$ cat src/rtcc_pkg.sv
`default_nettype none
package rtcc_pkg;
  // ==========================================================
  // register offsets (byte addresses)
  localparam logic [7:0] ADR_POWER_UP = 8'h00;
  localparam logic [7:0] ADR_INT_FLAGS = 8'h04;
  localparam logic [7:0] ADR_INT_ENABLES = 8'h08;
  localparam logic [7:0] ADR_INCR_ENABLES = 8'h0C;
  localparam logic [7:0] ADR_FIELD_MASKS = 8'h10;
  localparam logic [7:0] ADR_TIME_BASE = 8'h14;
  localparam logic [7:0] ADR_ALARM_BASE = 8'h30;
  localparam logic [7:0] ADR_FIRST_KEY = 8'h50;
  localparam logic [7:0] ADR_SECOND_KEY = 8'h54;
  localparam logic [7:0] ADR_IRQ_STATUS = 8'h70;
  localparam logic [7:0] ADR_IRQ_MASK = 8'h74;
  // ==========================================================
  // field positions
  localparam int BIT_ALARM_POWER_ON = 0;
  localparam int BIT_WRITE_GATE = 1;
  localparam int BIT_POWER_REQ = 2;
  localparam int BIT_WAKE_LOW = 3;
  localparam int KEY_LSB = 8;
  localparam int KEY_MSB = 15;
  localparam int BIT_WRITE_PENDING = 15;
  localparam int BIT_ALARM_EN = 0;
  localparam int BIT_TICK_EN = 1;
  localparam int BIT_SINGLE_FIRE = 2;
  localparam int FLAG_ALARM = 0;
  localparam int FLAG_TICK = 1;
  localparam int NUM_FIELDS = 7;
  localparam int NUM_TICK_SRC = 10;
  localparam int F_SEC = 0;
  localparam int F_MIN = 1;
  localparam int F_HOUR = 2;
  localparam int F_DOM = 3;
  localparam int F_DOW = 4;
  localparam int F_MONTH = 5;
  localparam int F_YEAR = 6;
  // ==========================================================
  // values
  localparam logic [7:0] POWER_REG_WRITE_KEY = 8'h43;
  localparam logic [15:0] FIRST_POWER_KEY_OK = 16'hA357;
  localparam logic [15:0] SECOND_POWER_KEY_OK = 16'h67D2;
  localparam logic [6:0] ALL_FIELDS_IGNORED = 7'h7F;
  localparam logic [6:0] MAX_SEC = 7'h3B;
  localparam logic [6:0] MAX_MIN = 7'h3B;
  localparam logic [6:0] MAX_HOUR = 7'h17;
  localparam logic [6:0] MAX_DOW = 7'h07;
  localparam logic [6:0] MAX_MONTH = 7'h0C;
  localparam logic [6:0] MON_FEB = 7'h02;
  localparam logic [6:0] MON_APR = 7'h04;
  localparam logic [6:0] MON_JUN = 7'h06;
  localparam logic [6:0] MON_SEP = 7'h09;
  localparam logic [6:0] MON_NOV = 7'h0B;
  localparam logic [6:0] DAYS_LONG = 7'h1F;
  localparam logic [6:0] DAYS_SHORT = 7'h1E;
  localparam logic [6:0] DAYS_FEB = 7'h1C;
  localparam logic [6:0] DAYS_FEB_LEAP = 7'h1D;
  // ==========================================================
  // reset values
  localparam logic [6:0] RST_ZERO = 7'h00;
  localparam logic [6:0] RST_DAY = 7'h01;
  localparam logic RST_WRITE_GATE = 1'b1;
  // ==========================================================
  // timing
  localparam int REF_CLK_HZ = 40_000_000;
  localparam int SLOW_CLK_HZ = 32_768;
  localparam int PHASE_INC = SLOW_CLK_HZ / 8;
  localparam int PHASE_MOD = REF_CLK_HZ / 8;
  localparam int SLOW_PER_EIGHTH = SLOW_CLK_HZ / 8;
endpackage : rtcc_pkg
`default_nettype wire

$ cat src/rtcc_calendar.sv
`timescale 1ns/100ps
`default_nettype none
module rtcc_calendar (
  // clock
  input wire logic clk,
  input wire logic reset,
  // control
  input wire logic step,
  input wire logic load,
  input wire logic [2:0] load_idx,
  input wire logic [6:0] load_val,
  // state
  output logic [rtcc_pkg::NUM_FIELDS-1:0][6:0] field,
  output logic [rtcc_pkg::NUM_FIELDS-1:0] updated
);
  import rtcc_pkg::*;
  logic [NUM_FIELDS-1:0][6:0] next_field;
  logic [NUM_FIELDS-1:0] next_updated;
  // month length, february follows the two year lsbs
  function automatic logic [6:0] month_days(input logic [6:0] mon, input logic [6:0] yr);
    case (mon)
      MON_FEB: return (yr[1:0] == 2'b00) ? DAYS_FEB_LEAP : DAYS_FEB;
      MON_APR, MON_JUN, MON_SEP, MON_NOV: return DAYS_SHORT;
      default: return DAYS_LONG;
    endcase
  endfunction : month_days
  // ==========================================================
  // carry chain
  always_comb begin
    next_field = field;
    next_updated = '0;
    if (step) begin
      next_updated[F_SEC] = 1'b1;
      next_field[F_SEC] = field[F_SEC] + 7'h01;
      if (field[F_SEC] == MAX_SEC) begin // [RL3]
        next_field[F_SEC] = RST_ZERO;
        next_updated[F_MIN] = 1'b1;
        next_field[F_MIN] = field[F_MIN] + 7'h01;
        if (field[F_MIN] == MAX_MIN) begin // [RL3]
          next_field[F_MIN] = RST_ZERO;
          next_updated[F_HOUR] = 1'b1;
          next_field[F_HOUR] = field[F_HOUR] + 7'h01;
          if (field[F_HOUR] == MAX_HOUR) begin // [RL3]
            next_field[F_HOUR] = RST_ZERO;
            next_updated[F_DOM] = 1'b1;
            next_updated[F_DOW] = 1'b1;
            next_field[F_DOW] = (field[F_DOW] == MAX_DOW) ? RST_DAY : field[F_DOW] + 7'h01;
            next_field[F_DOM] = field[F_DOM] + 7'h01;
            if (field[F_DOM] == month_days(field[F_MONTH], field[F_YEAR])) begin // [RL5]
              next_field[F_DOM] = RST_DAY;
              next_updated[F_MONTH] = 1'b1;
              next_field[F_MONTH] = field[F_MONTH] + 7'h01;
              if (field[F_MONTH] == MAX_MONTH) begin
                next_field[F_MONTH] = RST_DAY;
                next_updated[F_YEAR] = 1'b1;
                // seven-bit year wraps after its last value
                next_field[F_YEAR] = field[F_YEAR] + 7'h01; // [RL4]
              end
            end
          end
        end
      end
    end
    if (load) begin
      next_field[load_idx] = load_val;
    end
  end
  always_ff @(posedge clk) begin
    if (reset) begin
      field <= {RST_ZERO, RST_DAY, RST_DAY, RST_DAY, RST_ZERO, RST_ZERO, RST_ZERO};
      updated <= '0;
    end else begin
      field <= next_field;
      updated <= next_updated;
    end
  end
endmodule : rtcc_calendar
`default_nettype wire

$ cat src/rtcc_control.sv
`timescale 1ns/100ps
`default_nettype none
// What this block does
// RL1 - time advances from a 32.768 kHz rate, not the bus clock
// RL2 - an alarm can raise the baseband wake output
// RL3 - tick interrupt possible whenever a time field rolls over its maximum
// RL4 - years run up to 2127
// RL5 - month lengths with leap years drive day-of-month rollover
// RL6 - power-up register write accepted only with key byte 0x43
// RL7 - wake output forced low on system reset fall when enabled
// RL8 - power request follows its bit only with both keys correct
// RL9 - clearing the write gate locks all slow writes until reset
// RL10 - alarm sets power request when alarm power-on is enabled
// RL11 - alarm and tick flags set by events, cleared on read
// RL12 - alarm enable raises interrupt; single fire clears that enable
// RL13 - tick enable raises interrupt; single fire clears that enable
// RL14 - per-field and sub-second enables select tick sources
// RL15 - each alarm field compares unless its ignore bit is set
// RL16 - all fields ignored means alarm every second
// RL17 - bit 15 shows a write still pending into the slow domain; the two key registers return key bit 15 there instead
// RL18 - no interrupts while either power key is wrong
// RL19 - alarm evaluated once per second update in the slow domain
module rtcc_control #(
  parameter int EIGHTH_COUNT = rtcc_pkg::SLOW_PER_EIGHTH
) (
  // clock and reset
  input wire logic REF_CLK,
  input wire logic RESET,
  // register bus
  input wire logic [7:0] AVS_ADDRESS,
  input wire logic AVS_READ,
  input wire logic AVS_WRITE,
  input wire logic [31:0] AVS_WRITEDATA,
  input wire logic [3:0] AVS_BYTEENABLE,
  output logic [31:0] AVS_READDATA,
  output logic AVS_WAITREQUEST,
  // power control
  input wire logic SYSTEM_RESET_N,
  output logic PMIC_POWER_REQUEST,
  output logic BASEBAND_WAKE_OUTPUT,
  // interrupt
  output logic IRQ
);
  import rtcc_pkg::*;
  logic alarm_power_on, write_gate, power_request, wake_low_on_reset;
  logic alarm_irq_enable, tick_irq_enable, single_fire;
  logic [NUM_TICK_SRC-1:0] incr_en;
  logic [NUM_FIELDS-1:0] match_ignore, field_eq, updated;
  logic [NUM_FIELDS-1:0][6:0] alarm_setting, counter;
  logic [15:0] first_power_key, second_power_key, rd_value, wr_merged;
  logic [1:0] irq_flags, irq_status, irq_mask, events;
  logic pend, wp, stall, take, apply, keys_ok, sys_reset_q, sys_fall;
  logic [7:0] pend_addr;
  logic [15:0] pend_data;
  logic slow_en, eighth_en, quarter_en, half_en, second_en;
  logic alarm_match, alarm_hit, tick_hit, alarm_fire, tick_fire;
  logic [NUM_TICK_SRC-1:0] tick_src;

  function automatic logic in_range(input logic [7:0] a, input logic [7:0] base);
    logic [7:0] d;
    d = a - base;
    return (a >= base) && (d[7:2] < 6'(NUM_FIELDS)) && (d[1:0] == 2'b00);
  endfunction : in_range

  function automatic logic [2:0] field_idx(input logic [7:0] a, input logic [7:0] base);
    logic [7:0] d;
    d = a - base;
    return d[4:2];
  endfunction : field_idx

  // registers behind the slow-domain write path
  function automatic logic is_slow(input logic [7:0] a);
    return (a == ADR_POWER_UP) || (a == ADR_INT_ENABLES) || (a == ADR_INCR_ENABLES) ||
      (a == ADR_FIELD_MASKS) || (a == ADR_FIRST_KEY) || (a == ADR_SECOND_KEY) ||
      in_range(a, ADR_TIME_BASE) || in_range(a, ADR_ALARM_BASE);
  endfunction : is_slow

  // ==========================================================
  // timebase and calendar
  rtcc_timebase #(
    .EIGHTH_COUNT(EIGHTH_COUNT)
  ) u_timebase ( // [RL1]
    .clk(REF_CLK),
    .reset(RESET),
    .slow_en(slow_en),
    .eighth_en(eighth_en),
    .quarter_en(quarter_en),
    .half_en(half_en),
    .second_en(second_en)
  );

  rtcc_calendar u_calendar (
    .clk(REF_CLK),
    .reset(RESET),
    .step(second_en),
    .load(apply && in_range(pend_addr, ADR_TIME_BASE)),
    .load_idx(field_idx(pend_addr, ADR_TIME_BASE)),
    .load_val(pend_data[6:0]),
    .field(counter),
    .updated(updated)
  );

  // ==========================================================
  // event detection
  assign keys_ok = (first_power_key == FIRST_POWER_KEY_OK) &&
    (second_power_key == SECOND_POWER_KEY_OK);
  always_comb begin
    for (int i = 0; i < NUM_FIELDS; i++) begin
      field_eq[i] = (counter[i] == alarm_setting[i]);
    end
  end
  assign alarm_match = &(match_ignore | field_eq); // [RL15] [RL16]
  assign alarm_hit = updated[F_SEC] && alarm_match && keys_ok; // [RL19] [RL18]
  assign tick_src = {eighth_en, quarter_en, half_en, updated}; // [RL14]
  assign tick_hit = |(tick_src & incr_en) && keys_ok; // [RL3] [RL18]
  assign alarm_fire = alarm_hit && alarm_irq_enable; // [RL12]
  assign tick_fire = tick_hit && tick_irq_enable; // [RL13]
  assign events = {tick_fire, alarm_fire};
  assign sys_fall = sys_reset_q && !SYSTEM_RESET_N;

  // ==========================================================
  // bus slave
  assign take = (AVS_READ || AVS_WRITE) && !AVS_WAITREQUEST;
  assign apply = slow_en && pend;
  // one slow write in flight; another one waits
  assign stall = AVS_WRITE && pend && is_slow(AVS_ADDRESS); // [RL17]
  assign wr_merged = {AVS_BYTEENABLE[1] ? AVS_WRITEDATA[15:8] : rd_value[15:8],
    AVS_BYTEENABLE[0] ? AVS_WRITEDATA[7:0] : rd_value[7:0]};

  always_comb begin
    rd_value = 16'h0000;
    wp = pend && (pend_addr == AVS_ADDRESS);
    if (in_range(AVS_ADDRESS, ADR_TIME_BASE)) begin
      rd_value[6:0] = counter[field_idx(AVS_ADDRESS, ADR_TIME_BASE)];
      rd_value[BIT_WRITE_PENDING] = wp; // [RL17]
    end else if (in_range(AVS_ADDRESS, ADR_ALARM_BASE)) begin
      rd_value[6:0] = alarm_setting[field_idx(AVS_ADDRESS, ADR_ALARM_BASE)];
      rd_value[BIT_WRITE_PENDING] = wp;
    end else begin
      case (AVS_ADDRESS)
        ADR_POWER_UP: begin
          rd_value[BIT_ALARM_POWER_ON] = alarm_power_on;
          rd_value[BIT_WRITE_GATE] = write_gate;
          rd_value[BIT_POWER_REQ] = power_request;
          rd_value[BIT_WAKE_LOW] = wake_low_on_reset;
          rd_value[BIT_WRITE_PENDING] = wp;
        end
        ADR_INT_FLAGS: rd_value[1:0] = irq_flags;
        ADR_INT_ENABLES: begin
          rd_value[BIT_ALARM_EN] = alarm_irq_enable;
          rd_value[BIT_TICK_EN] = tick_irq_enable;
          rd_value[BIT_SINGLE_FIRE] = single_fire;
          rd_value[BIT_WRITE_PENDING] = wp;
        end
        ADR_INCR_ENABLES: begin
          rd_value[NUM_TICK_SRC-1:0] = incr_en;
          rd_value[BIT_WRITE_PENDING] = wp;
        end
        ADR_FIELD_MASKS: begin
          rd_value[NUM_FIELDS-1:0] = match_ignore;
          rd_value[BIT_WRITE_PENDING] = wp;
        end
        ADR_FIRST_KEY: rd_value = first_power_key;
        ADR_SECOND_KEY: rd_value = second_power_key;
        ADR_IRQ_STATUS: rd_value[1:0] = irq_status;
        ADR_IRQ_MASK: rd_value[1:0] = irq_mask;
        default: rd_value = 16'h0000;
      endcase
    end
  end

  always_ff @(posedge REF_CLK) begin
    if (RESET) begin
      AVS_WAITREQUEST <= 1'b1;
      AVS_READDATA <= 32'h00000000;
      pend <= 1'b0;
      pend_addr <= 8'h00;
      pend_data <= 16'h0000;
    end else begin
      if (apply) begin
        pend <= 1'b0;
      end
      if (take) begin
        AVS_WAITREQUEST <= 1'b1;
      end else if ((AVS_READ || AVS_WRITE) && !stall) begin
        AVS_WAITREQUEST <= 1'b0;
        AVS_READDATA <= AVS_READ ? {16'h0000, rd_value} : 32'h00000000;
      end
      // a closed gate drops the write but still answers it
      if (take && AVS_WRITE && write_gate && is_slow(AVS_ADDRESS)) begin // [RL9]
        pend <= 1'b1;
        pend_addr <= AVS_ADDRESS;
        pend_data <= wr_merged;
      end
    end
  end

  // ==========================================================
  // power-up control
  always_ff @(posedge REF_CLK) begin
    if (RESET) begin
      alarm_power_on <= 1'b0;
      write_gate <= RST_WRITE_GATE;
      power_request <= 1'b0;
      wake_low_on_reset <= 1'b0;
    end else begin
      if (apply && pend_addr == ADR_POWER_UP &&
          pend_data[KEY_MSB:KEY_LSB] == POWER_REG_WRITE_KEY) begin // [RL6]
        alarm_power_on <= pend_data[BIT_ALARM_POWER_ON];
        write_gate <= pend_data[BIT_WRITE_GATE]; // [RL9]
        power_request <= pend_data[BIT_POWER_REQ];
        wake_low_on_reset <= pend_data[BIT_WAKE_LOW];
      end
      if (alarm_hit && alarm_power_on) begin
        power_request <= 1'b1; // [RL10]
      end
    end
  end

  always_ff @(posedge REF_CLK) begin
    if (RESET) begin
      PMIC_POWER_REQUEST <= 1'b0;
      BASEBAND_WAKE_OUTPUT <= 1'b0;
      sys_reset_q <= 1'b1;
    end else begin
      PMIC_POWER_REQUEST <= keys_ok && power_request; // [RL8]
      sys_reset_q <= SYSTEM_RESET_N;
      if (sys_fall && wake_low_on_reset) begin
        BASEBAND_WAKE_OUTPUT <= 1'b0; // [RL7]
      end else if (alarm_hit) begin
        BASEBAND_WAKE_OUTPUT <= 1'b1; // [RL2]
      end
    end
  end

  // ==========================================================
  // slow-domain configuration
  always_ff @(posedge REF_CLK) begin
    if (RESET) begin
      alarm_irq_enable <= 1'b0;
      tick_irq_enable <= 1'b0;
      single_fire <= 1'b0;
      incr_en <= '0;
      match_ignore <= '0;
    end else begin
      if (apply && pend_addr == ADR_INT_ENABLES) begin
        alarm_irq_enable <= pend_data[BIT_ALARM_EN];
        tick_irq_enable <= pend_data[BIT_TICK_EN];
        single_fire <= pend_data[BIT_SINGLE_FIRE];
      end
      if (apply && pend_addr == ADR_INCR_ENABLES) begin
        incr_en <= pend_data[NUM_TICK_SRC-1:0];
      end
      if (apply && pend_addr == ADR_FIELD_MASKS) begin
        match_ignore <= pend_data[NUM_FIELDS-1:0];
      end
      if (alarm_fire && single_fire) begin
        alarm_irq_enable <= 1'b0; // [RL12]
      end
      if (tick_fire && single_fire) begin
        tick_irq_enable <= 1'b0; // [RL13]
      end
    end
  end

  always_ff @(posedge REF_CLK) begin
    if (RESET) begin
      alarm_setting <= '0;
      first_power_key <= 16'h0000;
      second_power_key <= 16'h0000;
    end else if (apply) begin
      if (in_range(pend_addr, ADR_ALARM_BASE)) begin
        alarm_setting[field_idx(pend_addr, ADR_ALARM_BASE)] <= pend_data[6:0];
      end
      if (pend_addr == ADR_FIRST_KEY) begin
        first_power_key <= pend_data;
      end
      if (pend_addr == ADR_SECOND_KEY) begin
        second_power_key <= pend_data;
      end
    end
  end

  // ==========================================================
  // flags and interrupt output
  always_ff @(posedge REF_CLK) begin
    if (RESET) begin
      irq_flags <= 2'h0;
      irq_status <= 2'h0;
      irq_mask <= 2'h0;
      IRQ <= 1'b0;
    end else begin
      // only bits that were returned get cleared; new events win
      if (take && AVS_READ && AVS_ADDRESS == ADR_INT_FLAGS) begin
        irq_flags <= (irq_flags & ~AVS_READDATA[1:0]) | events; // [RL11]
      end else begin
        irq_flags <= irq_flags | events; // [RL11]
      end
      if (take && AVS_WRITE && AVS_ADDRESS == ADR_IRQ_STATUS && AVS_BYTEENABLE[0]) begin
        irq_status <= (irq_status & ~AVS_WRITEDATA[1:0]) | events;
      end else begin
        irq_status <= irq_status | events;
      end
      if (take && AVS_WRITE && AVS_ADDRESS == ADR_IRQ_MASK && AVS_BYTEENABLE[0]) begin
        irq_mask <= AVS_WRITEDATA[1:0];
      end
      IRQ <= |(irq_status & irq_mask) && keys_ok; // [RL18]
    end
  end
endmodule : rtcc_control
`default_nettype wire

$ cat src/rtcc_timebase.sv
`timescale 1ns/100ps
`default_nettype none
module rtcc_timebase #(
  parameter int PHASE_INC = rtcc_pkg::PHASE_INC,
  parameter int PHASE_MOD = rtcc_pkg::PHASE_MOD,
  parameter int EIGHTH_COUNT = rtcc_pkg::SLOW_PER_EIGHTH
) (
  // clock
  input wire logic clk,
  input wire logic reset,
  // pulses
  output logic slow_en,
  output logic eighth_en,
  output logic quarter_en,
  output logic half_en,
  output logic second_en
);
  import rtcc_pkg::*;
  localparam int PW = $clog2(PHASE_MOD);
  localparam int EW = $clog2(EIGHTH_COUNT + 1);
  logic [PW-1:0] phase;
  logic [PW:0] sum;
  logic [EW-1:0] cnt;
  logic [2:0] sub;
  assign sum = {1'b0, phase} + (PW+1)'(PHASE_INC);
  // ==========================================================
  // fractional divider: average rate of the slow clock
  always_ff @(posedge clk) begin
    if (reset) begin
      phase <= '0;
      slow_en <= 1'b0;
    end else if (sum >= (PW+1)'(PHASE_MOD)) begin
      phase <= PW'(sum - (PW+1)'(PHASE_MOD));
      slow_en <= 1'b1;
    end else begin
      phase <= PW'(sum);
      slow_en <= 1'b0;
    end
  end
  // ==========================================================
  // sub-second divider
  always_ff @(posedge clk) begin
    if (reset) begin
      cnt <= '0;
      sub <= 3'h0;
      eighth_en <= 1'b0;
      quarter_en <= 1'b0;
      half_en <= 1'b0;
      second_en <= 1'b0;
    end else begin
      eighth_en <= 1'b0;
      quarter_en <= 1'b0;
      half_en <= 1'b0;
      second_en <= 1'b0;
      if (slow_en) begin
        if (cnt == EW'(EIGHTH_COUNT - 1)) begin
          cnt <= '0;
          sub <= sub + 3'h1;
          eighth_en <= 1'b1;
          quarter_en <= sub[0];
          half_en <= &sub[1:0];
          second_en <= &sub;
        end else begin
          cnt <= cnt + EW'(1);
        end
      end
    end
  end
endmodule : rtcc_timebase
`default_nettype wire
$ cat config.mk
export PLATFORM = sky130hd
export DESIGN_NAME = rtcc_control
export DESIGN_NICKNAME = d
export VERILOG_FILES = /design/src/rtcc_pkg.sv /design/src/rtcc_calendar.sv /design/src/rtcc_control.sv /design/src/rtcc_timebase.sv
export SDC_FILE = /design/constraint.sdc
export NUM_CORES = 1
export LEC_CHECK = 0
export BUFFER_PORTS_ARGS = -buffer_cell sky130_fd_sc_hd__buf_2
export CAP_MARGIN = 25
export CORE_UTILIZATION = 40
export CTS_CLUSTER_DIAMETER = 120
export DETAILED_ROUTE_END_ITERATION = 10
export PLACE_DENSITY = 0.62
export SLEW_MARGIN = 20
export SYNTH_ARGS = -nofsm -noshare
export SYNTH_HDL_FRONTEND = slang
export SYNTH_SLANG_ARGS = --single-unit
$ cat constraint.sdc
create_clock -name REF_CLK -period 4.21 [get_ports REF_CLK]
set_input_delay 0.842 -clock REF_CLK [delete_from_list [all_inputs] [get_ports REF_CLK]]
set_output_delay 0.842 -clock REF_CLK [all_outputs]
set_load 0.005 [all_outputs]
==> key figures <==
Status
  – Status: finished clean

Synth
  – Syn_area_per_cell: 8.66 sq um
  – Cell variety after synth: 86
  – Adder-cell share of the synthesized area: 0.0300
  – FF+latch count, synth: 250
  – Sequential fraction of the synthesis area: 0.363
  – Cells after synthesis: 1590
  – Post-Synth Simple-Gate Area: 0.222
  – Ys async rst share: 0
  – Xor/xnor share of the synthesized area: 0.0706
  – Top FF cell, synth: dfxtp_1
  – Mapped cell area: 13800 sq um
  – Compound-Gate Fraction of Synth Area: 0.149
  – Post-synth EDFFs: 0
  – Largest family of logic cells by synthesized area: simple AND/OR/NAND/NOR gates
  – Synth Warn #: 0
  – Fraction of synthesized area in multiplexers: 0.117

Layout
  – Sequential cell area: 5010 sq um
  – Fillers: 3232
  – Nets: 1677
  – Highest-count cells in the layout ignoring fill and taps: 249 x dfxtp_1, 229 x nor2_1, 120 x mux2i_1, 114 x nand2_1, 70 x xor2_1
  – Area of the multi-input gates: 8170 sq um
  – P&R area growth vs syn: 11.2%
  – Leading cell type in the layout, fill and taps excluded: dfxtp_1
  – Share of layout cells above drive strength 1: 0.112

Clocking
  – PostCTS Resize Cnt: 0
  – Sink Count: 250
  – Clock root buffer: clkbuf_16
  – Clk pin slew, worst setup/hold paths: 0.06 ns
  – Cts hold-fix bufs: 0
  – CTS H-tree lvls: 1
  – CTS tree: yes
  – Postcts setup bufs: 0
  – CTS Buf Count: 28
  – Worst skew pair latency: 0.56 ns
  – Max clock buf depth: 3

Worst setup path
  – CP max FO: 15
  – Startpoint Class: flip-flop
  – Critical Path End Type: flip-flop
  – Required @ worst endpoint: 4.60 ns
  – Crit Path Class: reg2reg
  – CP arrival: 3.83 ns

Placed design
  – Port Buf Inserts: 50
  – HPWL after DPL: 29200 um
  – Gpl congestion: 0.930

STA
  – Number of setup violations in the final report: 0
  – Final Max Tran Viols: 0
  – Setup TNS: 0 ns
  – Tmin final: 3.44 ns
  – Slew @ Worst Pin: 1.03 ns
  – Hold Slack: 0.436 ns
  – Period utilisation layout: 0.816
  – Worst slew margin: 0.309
  – RSZ-0062 raised after global routing: false
  – Maximum clock rate: 0.291 GHz
  – Final hold violation count: 0
  – Worst Clk Skew: 0.0223 ns

Global routing
  – GR Overflow Total: 0
  – Vias in the first global route: 11207
  – GRT Total Usage: 0.230
  – Largest net degree at the start of global routing: 106
  – Initial antenna violation count: 5
  – Global-route wire length before repair: 64700 um

Floorplanning
  – Vert. Die Dim: 188 um
  – Row count: 67
  – Core Region: 33700 sq um
  – Initial Utilization: 0.409
  – Die X-Extent: 188 um
  – IO Count: 85
  – Die Area: 35200 sq um

Flow run
  – Maxcap violations: 0

Pwr
  – P per Cell Area: 332 nW/um^2
  – Clk network pwr share: 0.486
  – Largest vdd supply drop: 0.218 mV
  – P_int: 3.87 mW
  – Reg power frac: 0.468
  – Switch share: 0.238
  – Switching power: 1.21 mW
  – Lkg Pwr: 5.71 nW
  – Combinational share of power: 0.045

Route
  – Routed Wire Length: 41100 um
  – Vias per cell: 5.79
  – Detailed Routing Iterations Pass 1: 6
  – DR WL/cell: 19.9 um
  – DR DRC count: 0
  – Vias: 11974
  – Initial DRC count: 1118
  – Post-route antenna net violation count: 0

Hold path
  – Hold Path Class: reg2reg
## layout make-up
cell class,count,share of cell area
antenna,2,0.000327
clock buffer,38,0.0535
clock inverter,14,0.00752
inverter,27,0.00662
multi-input combinational,1206,0.534
sequential,250,0.327
tap,448,0.0366
timing repair buffer,82,0.0350
## cell usage after synthesis (all sizes together), types with 13 or more instances
master / instances / share of area
dfxtp: 250 / 0.36
nor2: 229 / 0.062
mux2i: 120 / 0.087
nand2: 114 / 0.031
clkbuf: 75 / 0.021
xor2: 70 / 0.045
o21ai: 53 / 0.019
a21oi: 52 / 0.019
buf: 47 / 0.019
nand3: 43 / 0.016
nor3: 43 / 0.017
a211oi: 41 / 0.023
xnor2: 41 / 0.026
ha: 33 / 0.030
and3: 31 / 0.014
inv: 25 / 0.0068
nand4: 23 / 0.010
nor4: 23 / 0.011
a22oi: 17 / 0.0093
nand3b: 16 / 0.0087
or3: 16 / 0.0076
mux4: 14 / 0.023
o211ai: 14 / 0.0080
a22o: 13 / 0.0083
## power groups by stage
stage	logic, mW	clock network, mW	registers, mW
6_report	0.231	2.47	2.38
5_1_grt	0.253	2.60	2.38
4_1_cts	0.228	2.51	2.38
3_3_place_gp	0.225	0	2.43
3_5_place_dp	0.227	0	2.43
2_1_floorplan	0.165	0	2.43
## cells by family (layout without fill, tap and decap cells)
group | after synthesis | after routing
adders and majority gates | 33 | 33
AOI/OAI and AO/OA | 288 | 288
muxes | 143 | 143
buffers and inverters | 149 | 161
DFF | 250 | 250
xor gates and xnor gates | 111 | 111
and+or+nand+nor | 615 | 615
other | 1 | 18
## through the flow
stage | setup slack, ns | area, sq um | std cells | power (mW) | utilization
floorplan | 0.202 | 13800 | 1605 | 2.59 | -
global placement | 0.432 | 14300 | 2009 | 2.66 | 0.425
detailed placement | 0.428 | 14300 | 2009 | 2.66 | 0.425
CTS | 0.808 | 15300 | 2061 | 5.12 | 0.453
global route | 0.522 | 15300 | 2066 | 5.23 | 0.454
finish | 0.775 | 15300 | 2067 | 5.08 | 0.454
## per-layer routing
layer,GRT usage,routed length [um],vias up
li1,-,-,5688
met1,0.323,18700,5810
met2,0.364,18400,396
met3,0.0367,2940,74
met4,0.0660,977,6
met5,0,34,-
## worst paths after layout
| path | startpoint | cells after the start | end | slack, ns |
|---|---|---|---|---|
| setup / recovery | pend_addr[4] | 8 | u_calendar.field[2] | 0.77 |
| hold / removal | sys_reset_q | 1 | BASEBAND_WAKE_OUTPUT | 0.44 |
| setup reg to reg | pend_addr[4] | 8 | u_calendar.field[2] | 0.77 |
| hold reg to reg | sys_reset_q | 1 | BASEBAND_WAKE_OUTPUT | 0.44 |
## registers in the layout (all words and copies together), names as in the netlist, 3 cells and up
signal / count
AVS_READDATA: 16
alarm_setting: 49
first_power_key: 16
incr_en: 10
match_ignore: 7
pend_addr: 8
pend_data: 16
second_power_key: 16
u_calendar.field: 49
u_calendar.updated: 6
u_timebase.cnt: 13
u_timebase.phase: 17
u_timebase.sub: 3
## critical path, stage by stage (launching register included)
cell,delay [ns]
dfxtp_1,0.71
ha_1,0.33
or3b_1,0.35
a211oi_1,0.24
o2111ai_1,0.43
nor2_1,0.39
nand3_1,0.46
mux2i_1,0.29
nor2_1,0.06
No activity file was read; power rests on OpenSTA's default activity.
